===== src/verilog/e1pm_pkg.sv =====
// Constants for the E1 performance error counters
package e1pm_pkg;
	// Clock rate
	localparam int CLK_MHZ = 50;
	// Interval lengths in microseconds
	localparam int LONG_PERIOD_US = 1000000;
	localparam int SHORT_PERIOD_US = 62500;
	localparam int LONG_PERIOD_CYCLES = LONG_PERIOD_US * CLK_MHZ;
	localparam int SHORT_PERIOD_CYCLES = SHORT_PERIOD_US * CLK_MHZ;
	localparam int TIMER_W = 26;
	// Counter widths
	localparam int VIOL_W = 16;
	localparam int CHECKSUM_W = 10;
	localparam int FAR_END_W = 10;
	localparam int ALIGN_W = 12;
	// Byte addresses
	localparam logic [7:0] VIOLATION_COUNT_HIGH_ADDR = 8'h00;
	localparam logic [7:0] VIOLATION_COUNT_LOW_ADDR = 8'h01;
	localparam logic [7:0] CHECKSUM_ALIGN_HIGH_ADDR = 8'h02;
	localparam logic [7:0] CHECKSUM_COUNT_LOW_ADDR = 8'h03;
	localparam logic [7:0] FAR_END_ALIGN_LOW_ADDR = 8'h04;
	localparam logic [7:0] FAR_END_COUNT_LOW_ADDR = 8'h05;
	// Field positions in the shared bytes
	localparam int ALIGN_FIELD_LSB = 2;
	localparam int ALIGN_HALF_W = 6;
	// Reset values
	localparam logic [7:0] READ_DATA_RESET = 8'h00;
	localparam logic [TIMER_W-1:0] TIMER_RESET = 26'h0000000;
endpackage : e1pm_pkg

===== src/verilog/e1pm_cnt_if.sv =====
// Interface between the top and one interval counter
interface e1pm_cnt_if #(
	parameter int WIDTH = 16
);
	logic inc;
	logic run;
	logic tick;
	logic [WIDTH-1:0] count;
	modport ctrl (output inc, output run, output tick, input count);
	modport cnt (input inc, input run, input tick, output count);
endinterface : e1pm_cnt_if


===== src/verilog/e1pm_counters.sv =====
// Top of the E1 performance error counters with byte read port
// How it works
// - Violation count split over two bytes
// - Ten-bit checksum error counter, one per word
// - Checksum count MSB byte2 bit1, LSB byte3
// - Checksum, far-end stop on alignment/multiframe loss
// - Count zero E-bits from frames 13, 15
// - Far-end count MSB byte4 bit1, LSB byte5
// - Twelve-bit alignment counter, held during sync loss
// - Alignment count in bits 7..2 of 02, 04
// - Checksum top bits in low bits of 02
// - Far-end top bits in low bits of 04
// - No saturation for three small counters
// - Snapshot all counters each interval, restart
// - Bipolar violations less substitution codes, or code violations
// - Violation counter saturates, ignores sync loss
module e1pm_counters #(
	parameter int LONG_CYCLES = e1pm_pkg::LONG_PERIOD_CYCLES,
	parameter int SHORT_CYCLES = e1pm_pkg::SHORT_PERIOD_CYCLES
) (
	input wire logic clk,
	input wire logic rst_n,
	input wire logic short_period_select,
	input wire logic violation_type_select,
	input wire logic receive_hdb3_enable,
	input wire logic bipolar_violation,
	input wire logic hdb3_codeword,
	input wire logic code_violation,
	input wire logic checksum_word_error,
	input wire logic far_end_bit_strobe,
	input wire logic far_end_bit_value,
	input wire logic alignment_word_error,
	input wire logic receive_sync_lost_flag,
	input wire logic checksum_mf_sync_lost,
	input wire logic [7:0] rd_addr,
	output logic [7:0] rd_data,
	output logic interval_tick_flag
);
	typedef struct packed {
		logic [e1pm_pkg::TIMER_W-1:0] timer;
		logic tick;
		logic [7:0] rd_data;
	} e1pm_top_state_t;

	e1pm_top_state_t state_q;
	e1pm_top_state_t state_d;
	logic [e1pm_pkg::TIMER_W-1:0] limit;
	logic viol_event;
	logic fine_sync;
	logic align_run;
	logic substitution_code;
	logic far_end_zero;

	// Interval timer and read path
	logic timer_wrap;
	logic [7:0] read_byte;

	// Byte images of the held counts
	logic [e1pm_pkg::ALIGN_HALF_W-1:0] align_top;
	logic [e1pm_pkg::ALIGN_HALF_W-1:0] align_bottom;
	logic [7:0] viol_high_byte;
	logic [7:0] viol_low_byte;
	logic [7:0] crc_align_byte;
	logic [7:0] crc_low_byte;
	logic [7:0] feb_align_byte;
	logic [7:0] feb_low_byte;

	e1pm_cnt_if #(.WIDTH(e1pm_pkg::VIOL_W)) viol_if ();
	e1pm_cnt_if #(.WIDTH(e1pm_pkg::CHECKSUM_W)) crc_if ();
	e1pm_cnt_if #(.WIDTH(e1pm_pkg::FAR_END_W)) feb_if ();
	e1pm_cnt_if #(.WIDTH(e1pm_pkg::ALIGN_W)) fas_if ();

	////////////////////////////////////////////////////////////////////////
	// Event selection and gating
	assign substitution_code = receive_hdb3_enable && hdb3_codeword;

	always_comb begin
		viol_event = 1'b0;
		case (violation_type_select)
			1'b1: begin
				viol_event = code_violation;
			end
			default: begin
				viol_event = bipolar_violation &&
					!substitution_code;
			end
		endcase
	end

	assign fine_sync = !receive_sync_lost_flag && !checksum_mf_sync_lost;
	assign align_run = !receive_sync_lost_flag;
	assign far_end_zero = far_end_bit_strobe && !far_end_bit_value;

	assign viol_if.inc = viol_event;
	assign viol_if.run = 1'b1;
	assign viol_if.tick = state_q.tick;

	assign crc_if.inc = checksum_word_error;
	assign crc_if.run = fine_sync;
	assign crc_if.tick = state_q.tick;

	assign feb_if.inc = far_end_zero;
	assign feb_if.run = fine_sync;
	assign feb_if.tick = state_q.tick;

	assign fas_if.inc = alignment_word_error;
	assign fas_if.run = align_run;
	assign fas_if.tick = state_q.tick;

	////////////////////////////////////////////////////////////////////////
	// Counters
	e1pm_interval_counter #(.WIDTH(e1pm_pkg::VIOL_W), .SATURATE(1'b1))
	u_viol (
		.clk(clk),
		.rst_n(rst_n),
		.port_if(viol_if)
	);

	e1pm_interval_counter #(.WIDTH(e1pm_pkg::CHECKSUM_W), .SATURATE(1'b0))
	u_crc (
		.clk(clk),
		.rst_n(rst_n),
		.port_if(crc_if)
	);

	e1pm_interval_counter #(.WIDTH(e1pm_pkg::FAR_END_W), .SATURATE(1'b0))
	u_feb (
		.clk(clk),
		.rst_n(rst_n),
		.port_if(feb_if)
	);

	e1pm_interval_counter #(.WIDTH(e1pm_pkg::ALIGN_W), .SATURATE(1'b0))
	u_fas (
		.clk(clk),
		.rst_n(rst_n),
		.port_if(fas_if)
	);

	////////////////////////////////////////////////////////////////////////
	// Interval length
	always_comb begin
		if (short_period_select) begin
			limit = e1pm_pkg::TIMER_W'(SHORT_CYCLES - 1);
		end else begin
			limit = e1pm_pkg::TIMER_W'(LONG_CYCLES - 1);
		end
	end

	assign timer_wrap = (state_q.timer >= limit);

	////////////////////////////////////////////////////////////////////////
	// Byte images and read decode
	assign align_top = fas_if.count[11:6];
	assign align_bottom = fas_if.count[5:0];
	assign viol_high_byte = viol_if.count[15:8];
	assign viol_low_byte = viol_if.count[7:0];
	assign crc_align_byte = {align_top, crc_if.count[9:8]};
	assign crc_low_byte = crc_if.count[7:0];
	assign feb_align_byte = {align_bottom, feb_if.count[9:8]};
	assign feb_low_byte = feb_if.count[7:0];

	always_comb begin
		read_byte = e1pm_pkg::READ_DATA_RESET;
		case (rd_addr)
			e1pm_pkg::VIOLATION_COUNT_HIGH_ADDR: begin
				read_byte = viol_high_byte;
			end
			e1pm_pkg::VIOLATION_COUNT_LOW_ADDR: begin
				read_byte = viol_low_byte;
			end
			e1pm_pkg::CHECKSUM_ALIGN_HIGH_ADDR: begin
				read_byte = crc_align_byte;
			end
			e1pm_pkg::CHECKSUM_COUNT_LOW_ADDR: begin
				read_byte = crc_low_byte;
			end
			e1pm_pkg::FAR_END_ALIGN_LOW_ADDR: begin
				read_byte = feb_align_byte;
			end
			e1pm_pkg::FAR_END_COUNT_LOW_ADDR: begin
				read_byte = feb_low_byte;
			end
			default: begin
				read_byte = 8'h00;
			end
		endcase
	end

	////////////////////////////////////////////////////////////////////////
	// Interval timer and read data register
	always_comb begin
		state_d = state_q;
		if (timer_wrap) begin
			state_d.timer = '0;
			state_d.tick = 1'b1;
		end else begin
			state_d.timer = state_q.timer + e1pm_pkg::TIMER_W'(1);
			state_d.tick = 1'b0;
		end
		state_d.rd_data = read_byte;
	end

	////////////////////////////////////////////////////////////////////////
	// State register
	always_ff @(posedge clk or negedge rst_n) begin
		if (!rst_n) begin
			state_q.timer <= e1pm_pkg::TIMER_RESET;
			state_q.tick <= 1'b0;
			state_q.rd_data <= e1pm_pkg::READ_DATA_RESET;
		end else begin
			state_q <= state_d;
		end
	end

	////////////////////////////////////////////////////////////////////////
	// Outputs straight from flops
	assign rd_data = state_q.rd_data;
	assign interval_tick_flag = state_q.tick;
endmodule : e1pm_counters


===== src/verilog/e1pm_interval_counter.sv =====
// One interval counter with snapshot on the interval tick
module e1pm_interval_counter #(
	parameter int WIDTH = 16,
	parameter bit SATURATE = 1'b0
) (
	input wire logic clk,
	input wire logic rst_n,
	e1pm_cnt_if.cnt port_if
);
	typedef struct packed {
		logic [WIDTH-1:0] acc;
		logic [WIDTH-1:0] held;
	} e1pm_cnt_state_t;

	e1pm_cnt_state_t state_q;
	e1pm_cnt_state_t state_d;
	logic [WIDTH-1:0] bumped;

	////////////////////////////////////////////////////////////////////////
	always_comb begin
		state_d = state_q;
		bumped = state_q.acc;
		if (port_if.inc && port_if.run) begin
			if (!SATURATE || (state_q.acc != {WIDTH{1'b1}})) begin
				bumped = state_q.acc + {{(WIDTH-1){1'b0}}, 1'b1};
			end
		end
		if (port_if.tick) begin
			state_d.held = bumped;
			state_d.acc = '0;
		end else begin
			state_d.acc = bumped;
		end
	end

	always_ff @(posedge clk or negedge rst_n) begin
		if (!rst_n) begin
			state_q <= '0;
		end else begin
			state_q <= state_d;
		end
	end

	assign port_if.count = state_q.held;
endmodule : e1pm_interval_counter


===== config.mk =====
export PLATFORM = sky130hd
export DESIGN_NAME = e1pm_counters
export DESIGN_NICKNAME = d
export VERILOG_FILES = /design/src/verilog/e1pm_pkg.sv /design/src/verilog/e1pm_cnt_if.sv /design/src/verilog/e1pm_counters.sv /design/src/verilog/e1pm_interval_counter.sv
export SDC_FILE = /design/constraint.sdc
export NUM_CORES = 1
export LEC_CHECK = 0
export ABC_AREA = 1
export BUFFER_PORTS_ARGS = -buffer_cell sky130_fd_sc_hd__buf_2
export CAP_MARGIN = 5
export CORE_MARGIN = 1.5
export CORE_UTILIZATION = 30
export CTS_BUF_LIST = sky130_fd_sc_hd__clkbuf_8 sky130_fd_sc_hd__clkbuf_16
export DETAILED_ROUTE_END_ITERATION = 16
export GPL_ROUTABILITY_DRIVEN = 0
export HOLD_SLACK_MARGIN = 0.03
export PLACE_DENSITY_LB_ADDON = 0.3
export REMOVE_ABC_BUFFERS = 1
export SYNTH_ARGS = -nofsm -noshare
export SYNTH_HDL_FRONTEND = slang
export SYNTH_SLANG_ARGS = --single-unit

===== constraint.sdc =====
create_clock -name clk -period 1.4 [get_ports clk]
set_input_delay 0.28 -clock clk [delete_from_list [all_inputs] [get_ports clk]]
set_output_delay 0.28 -clock clk [all_outputs]
set_load 0.05 [all_outputs]

# Word-level counts from Yosys, hierarchy flattened
# Cells that the tools add are included.
# op_classes
n_reduce_logical	12
n_mux	13
order_cmp	1
addsub	5
eq_ne	6
# op_table
operator	count
16-bit 2-to-1 mux	3
8-bit case mux with 6 select lines	1
10-bit 2-to-1 mux	4
27-bit 2-to-1 mux	1
26-bit by 1-bit adder with 26-bit output (second input constant)	1
26-bit >= comparator	1
26-bit 2-to-1 mux	1
12-bit 2-to-1 mux	2
10-bit by 1-bit adder with 10-bit output (second input constant)	2
16-bit by 1-bit adder with 16-bit output (second input constant)	1
8-bit by 2-bit equality test with 1-bit output (second input constant)	2
8-bit by 3-bit equality test with 1-bit output (second input constant)	2
16-bit != test (second input constant)	1
12-bit by 1-bit adder with 12-bit output (second input constant)	1
8-bit by 1-bit equality test with 1-bit output (second input constant)	1
8-bit logical NOT	1
1-bit logical AND	7
1-bit logical NOT	4
1-bit 2-to-1 mux	1
# totals
inputBits	22
wordCells	48
reg_bits	131

# Longest topological paths before layout
# logic_depth
depth_word	6
mapped_depth	12

# Cells and area by module
# Synthesis repeated with hierarchy kept, for this count alone.
# hier_totals
hier_cells	1059
hier_area_um2	7843.8
# by_module_without_submodules
module	cells_per_inst	instances	seq_area_each_um2	area_each_um2
e1pm_counters	407	1	875.8	2695.1
e1pm_interval_counter at u_crc ...	121	2	500.5	1018.5
e1pm_interval_counter at u_viol	262	1	800.8	1878.1
e1pm_interval_counter at u_fas	148	1	600.6	1233.7

# Worst setup path before layout
# Ideal clock, no wire load.
# synth_timing
path_kind	register to register
start	register, netlist name interval_tick_flag
end	register u_viol.state_q (netlist bit u_viol.port_if.count[2])
t_arrival_ps	1432
setup_time_ps	124
stages_incl_launch_ff	6
required_ps	1276
setup_slack_ps	-156
path_cell_list	dfrtp_1 clkinv_1 clkbuf_1 clkbuf_1 nand2_1 nand2_1
# synth_rtl
element	line_no	source
end signal: assignment	e1pm_interval_counter.sv:40	state_q <= state_d;
end: declaration	e1pm_interval_counter.sv:15	e1pm_cnt_state_t state_q;

==> results.cfg <==
[status]
status = finished, violations left
violations = negative setup slack

[logic_synthesis]
synth.avg_cell_area_sq_um = 7.583
seq_area_frac_synth = 0.4438
synth.most_common_cell = nand2_1
ys_warn_count = 0
synth_top_cell_by_area = dfrtp_1
synth_top_area_frac = 0.4438
synth_edf_count = 0
synthTopCellsByArea = dfrtp_1, nand2_1, nor2_1
synth_seq_cells = 131
synthArstFlopShare = 1.000
synth_common_cells = nand2_1, nor2_1, dfrtp_1, nand3_1, inv_1
synth_cell_types = 39
syn_area_sq_mm = 0.007386
syn-instance-count = 974
yosys_most_used_dff = dfrtp_1

[worst_setup_path]
crit-reg2reg-capture = state_q[12]
required_ns = 1.70
endpoint = state_q[12]
critPathLaunchType = flip-flop
worstPathMaxFanout = 7
setup.worst_path.end_class = flip-flop
crit_path_start = state_q[25]
r2r_slack_ns = -0.30
worst-r2r-cell-count = 9
crit_arrival_ns = 2.00
crit_type = flip-flop to flip-flop
r2r_start = state_q[25]

[sta]
min_period_ns = 1.699
finClkSkew_ns = 0.01475
timing.final.crit_share = 1.214
worstMarginPinSlew_ns = 0.7490
hold_viol_final = 0
finalSetupViolCount = 59
drv_slew = 0
max_freq_mhz = 588.6
rsz0062_at_grt = true
setup_slack_ns = -0.2989
holdWs_ns = 0.3305
maxSlewHeadroom = 0.4988

[detailed_routing]
wl_mm = 19.21
m1WireLength_mm = 9.550
antenna_left = 0
wl_met2_mm = 8.949
drt-initial-drc-count = 299
drc = 0
dr_wl_met3_microns = 491
vias = 6574
drt_first_pass_iters = 5
wl_per_cell_microns = 13.18
dr.max_layer_used = met4
post_drt_via_cell_ratio = 4.512

[power]
clkPwrFrac = 0.335
p_switching_mw = 4.507
p_seq_frac = 0.363
switching_share = 0.3408
vdd_drop_max_mv = 0.8590
internal_power_mw = 8.716
p_leak_nw = 4.846
p_per_area_mw_per_mm2 = 1297
power_frac_comb = 0.301

[die]
rows = 57
ios = 31
die_w_microns = 159.9
core_area_sq_mm = 0.02425
die-area_sq_mm = 0.02557
start_util = 0.3046
fp.dieH_microns = 159.9

[layout]
ff_latch_area_sq_mm = 0.003281
syn_to_final_growth_pct = 37.98
final_util = 0.4203
multi_input_area_sq_mm = 0.004243
finalNetCount = 1163
fillers = 2454
drive_above_1_share = 0.3177
antenna_cells = 0

[clock_tree]
cts_root_buf = clkbuf_16
insertion_delay_ns = 0.42
cts_tree = done
cts.clk_slew.worst_paths_ns = 0.06
clk_path_buf_depth = 2
cts_max_level = 4
clkSinkCount = 131
numCtsBuffers = 17

[global_route]
antenna_found_initial = 0
track_usage = 0.1561
grt_pass1_vias = 6596
overflow = 0
grt_max_degree = 59
grt_pass1_wl_mm = 31.74

[flow_run]
cap_violations = 0

[min_path]
worstHoldPathType = input pin to async pin

[placement]
portBuffers = 30
dpl.hpwl_mm = 13.55
==> area by class of cell <==
class | instances | area share
Multi-Input combinational cell | 722 | 0.4163
Sequential cell | 131 | 0.3219
Timing Repair Buffer | 160 | 0.1322
Clock buffer | 17 | 0.04174
Tap cell | 324 | 0.03978
Inverter | 88 | 0.03266
Clock inverter | 15 | 0.01535
==> critical path, stage by stage, from the launching register on <==
cell and delay [ns]:
dfrtp_1 0.42, ha_4 0.28, nand2_2 0.05, nor2_2 0.10, nand4_1 0.11, nor2_2 0.14, nand2_2 0.07, nand3_4 0.17
clkbuf_16 0.19, nor2_1 0.04
==> sequential cells by signal, summed over array words and instances (netlist names) <==
name                  flops
u_feb.port_if.count      10
u_viol.port_if.count     16
u_fas.state_q            12
u_crc.state_q            10
u_viol.state_q           16
u_feb.state_q            10
state_q                  26
u_crc.port_if.count      10
rd_data                   8
u_fas.port_if.count      12
interval_tick_flag        1
==> what timing repair did <==
action | CTS | global route
buffers inserted | 4 | 9
cloned | 2 | 1
endpoints found under the hold margin | 30 | 0
pin swaps | 18 | 43
hold buffers | 1 | 0
endpoints found under the setup margin | 60 | 79
resized for setup | 55 | 113
==> cell usage in the layout (no fill, tap or decap), drive strengths merged <==
| master | synthesis | final |
|---|---|---|
| nand3b | 2 | 2 |
| xor2 | 30 | 30 |
| o211ai | 4 | 4 |
| and2 | 1 | 1 |
| clkinv | 2 | 4 |
| o21bai | 1 | 1 |
| xnor2 | 10 | 10 |
| or2 | 4 | 4 |
| o22ai | 1 | 1 |
| inv | 86 | 94 |
| o21ai | 38 | 38 |
| nand2 | 300 | 300 |
| a21oi | 2 | 2 |
| a22oi | 1 | 1 |
| dfrtp | 131 | 131 |
| clkinvlp | 0 | 3 |
| ha | 21 | 21 |
| dlygate4sd3 | 0 | 1 |
| buf | 16 | 158 |
| nand4 | 13 | 13 |
| nor3b | 1 | 1 |
| nor3 | 22 | 22 |
| mux2i | 2 | 2 |
| bufinv | 0 | 2 |
| nor2 | 152 | 152 |
| nand3 | 117 | 117 |
| clkbuf | 17 | 18 |
==> power groups by stage <==
stage | registers, mW | clock network (mW) | logic (mW)
floorplan | 4.83 | 0 | 1.89
global placement | 4.82 | 0 | 3.11
global route | 4.89 | 4.69 | 4.47
CTS | 4.79 | 4.55 | 3.37
detailed placement | 4.83 | 0 | 3.17
finish | 4.81 | 4.43 | 3.98
==> worst min path at each step <==
stage                               to  slack (ns)  cells past startpoint   from
CTS                  u_feb.state_q[19]        0.33                      2  rst_n
finish               u_feb.state_q[19]        0.33                      2  rst_n
global route         u_feb.state_q[19]        0.36                      2  rst_n
floorplan           interval_tick_flag       -0.02                      0  rst_n
global placement     u_feb.state_q[19]        0.22                      1  rst_n
detailed placement   u_feb.state_q[19]        0.22                      1  rst_n
==> metal layers <==
| layer | up-vias | track usage |
|---|---|---|
| met5 | - | 0 |
| met4 | 0 | 0.04843 |
| met3 | 14 | 0.02597 |
| met2 | 81 | 0.2541 |
| met1 | 3098 | 0.2124 |
| li1 | 3381 | - |
==> cell families (layout without fill, tap and decap cells) <==
| family | after synthesis | after routing | synth area share |
|---|---|---|---|
| multiplexers | 2 | 2 | 0.002711 |
| AO/OA/AOI/OAI | 47 | 47 | 0.03473 |
| adder cells (fa/ha/maj) | 21 | 21 | 0.03557 |
| AND/OR/NAND/NOR | 612 | 612 | 0.3663 |
| flip-flops | 131 | 131 | 0.4438 |
| buffers and inverters | 121 | 280 | 0.06946 |
| XOR/XNOR | 40 | 40 | 0.04743 |
==> per-stage QoR <==
step / cells / cell area [sq um] / power (mW) / setup slack [ns] / TNS [ns]
floorplan: 941 / 7203 / 6.712 / -2.545 / -146.27
CTS: 1447 / 9634 / 12.70 / -0.2307 / -5.920
finish: 1457 / 10190 / 13.22 / -0.2989 / -8.951
global route: 1457 / 10190 / 14.05 / -0.3878 / -15.03
global placement: 1408 / 8715 / 7.934 / -0.4024 / -16.75
detailed placement: 1408 / 8715 / 8.001 / -0.4280 / -17.82
Note: power is estimated with default switching activity, not from simulation.
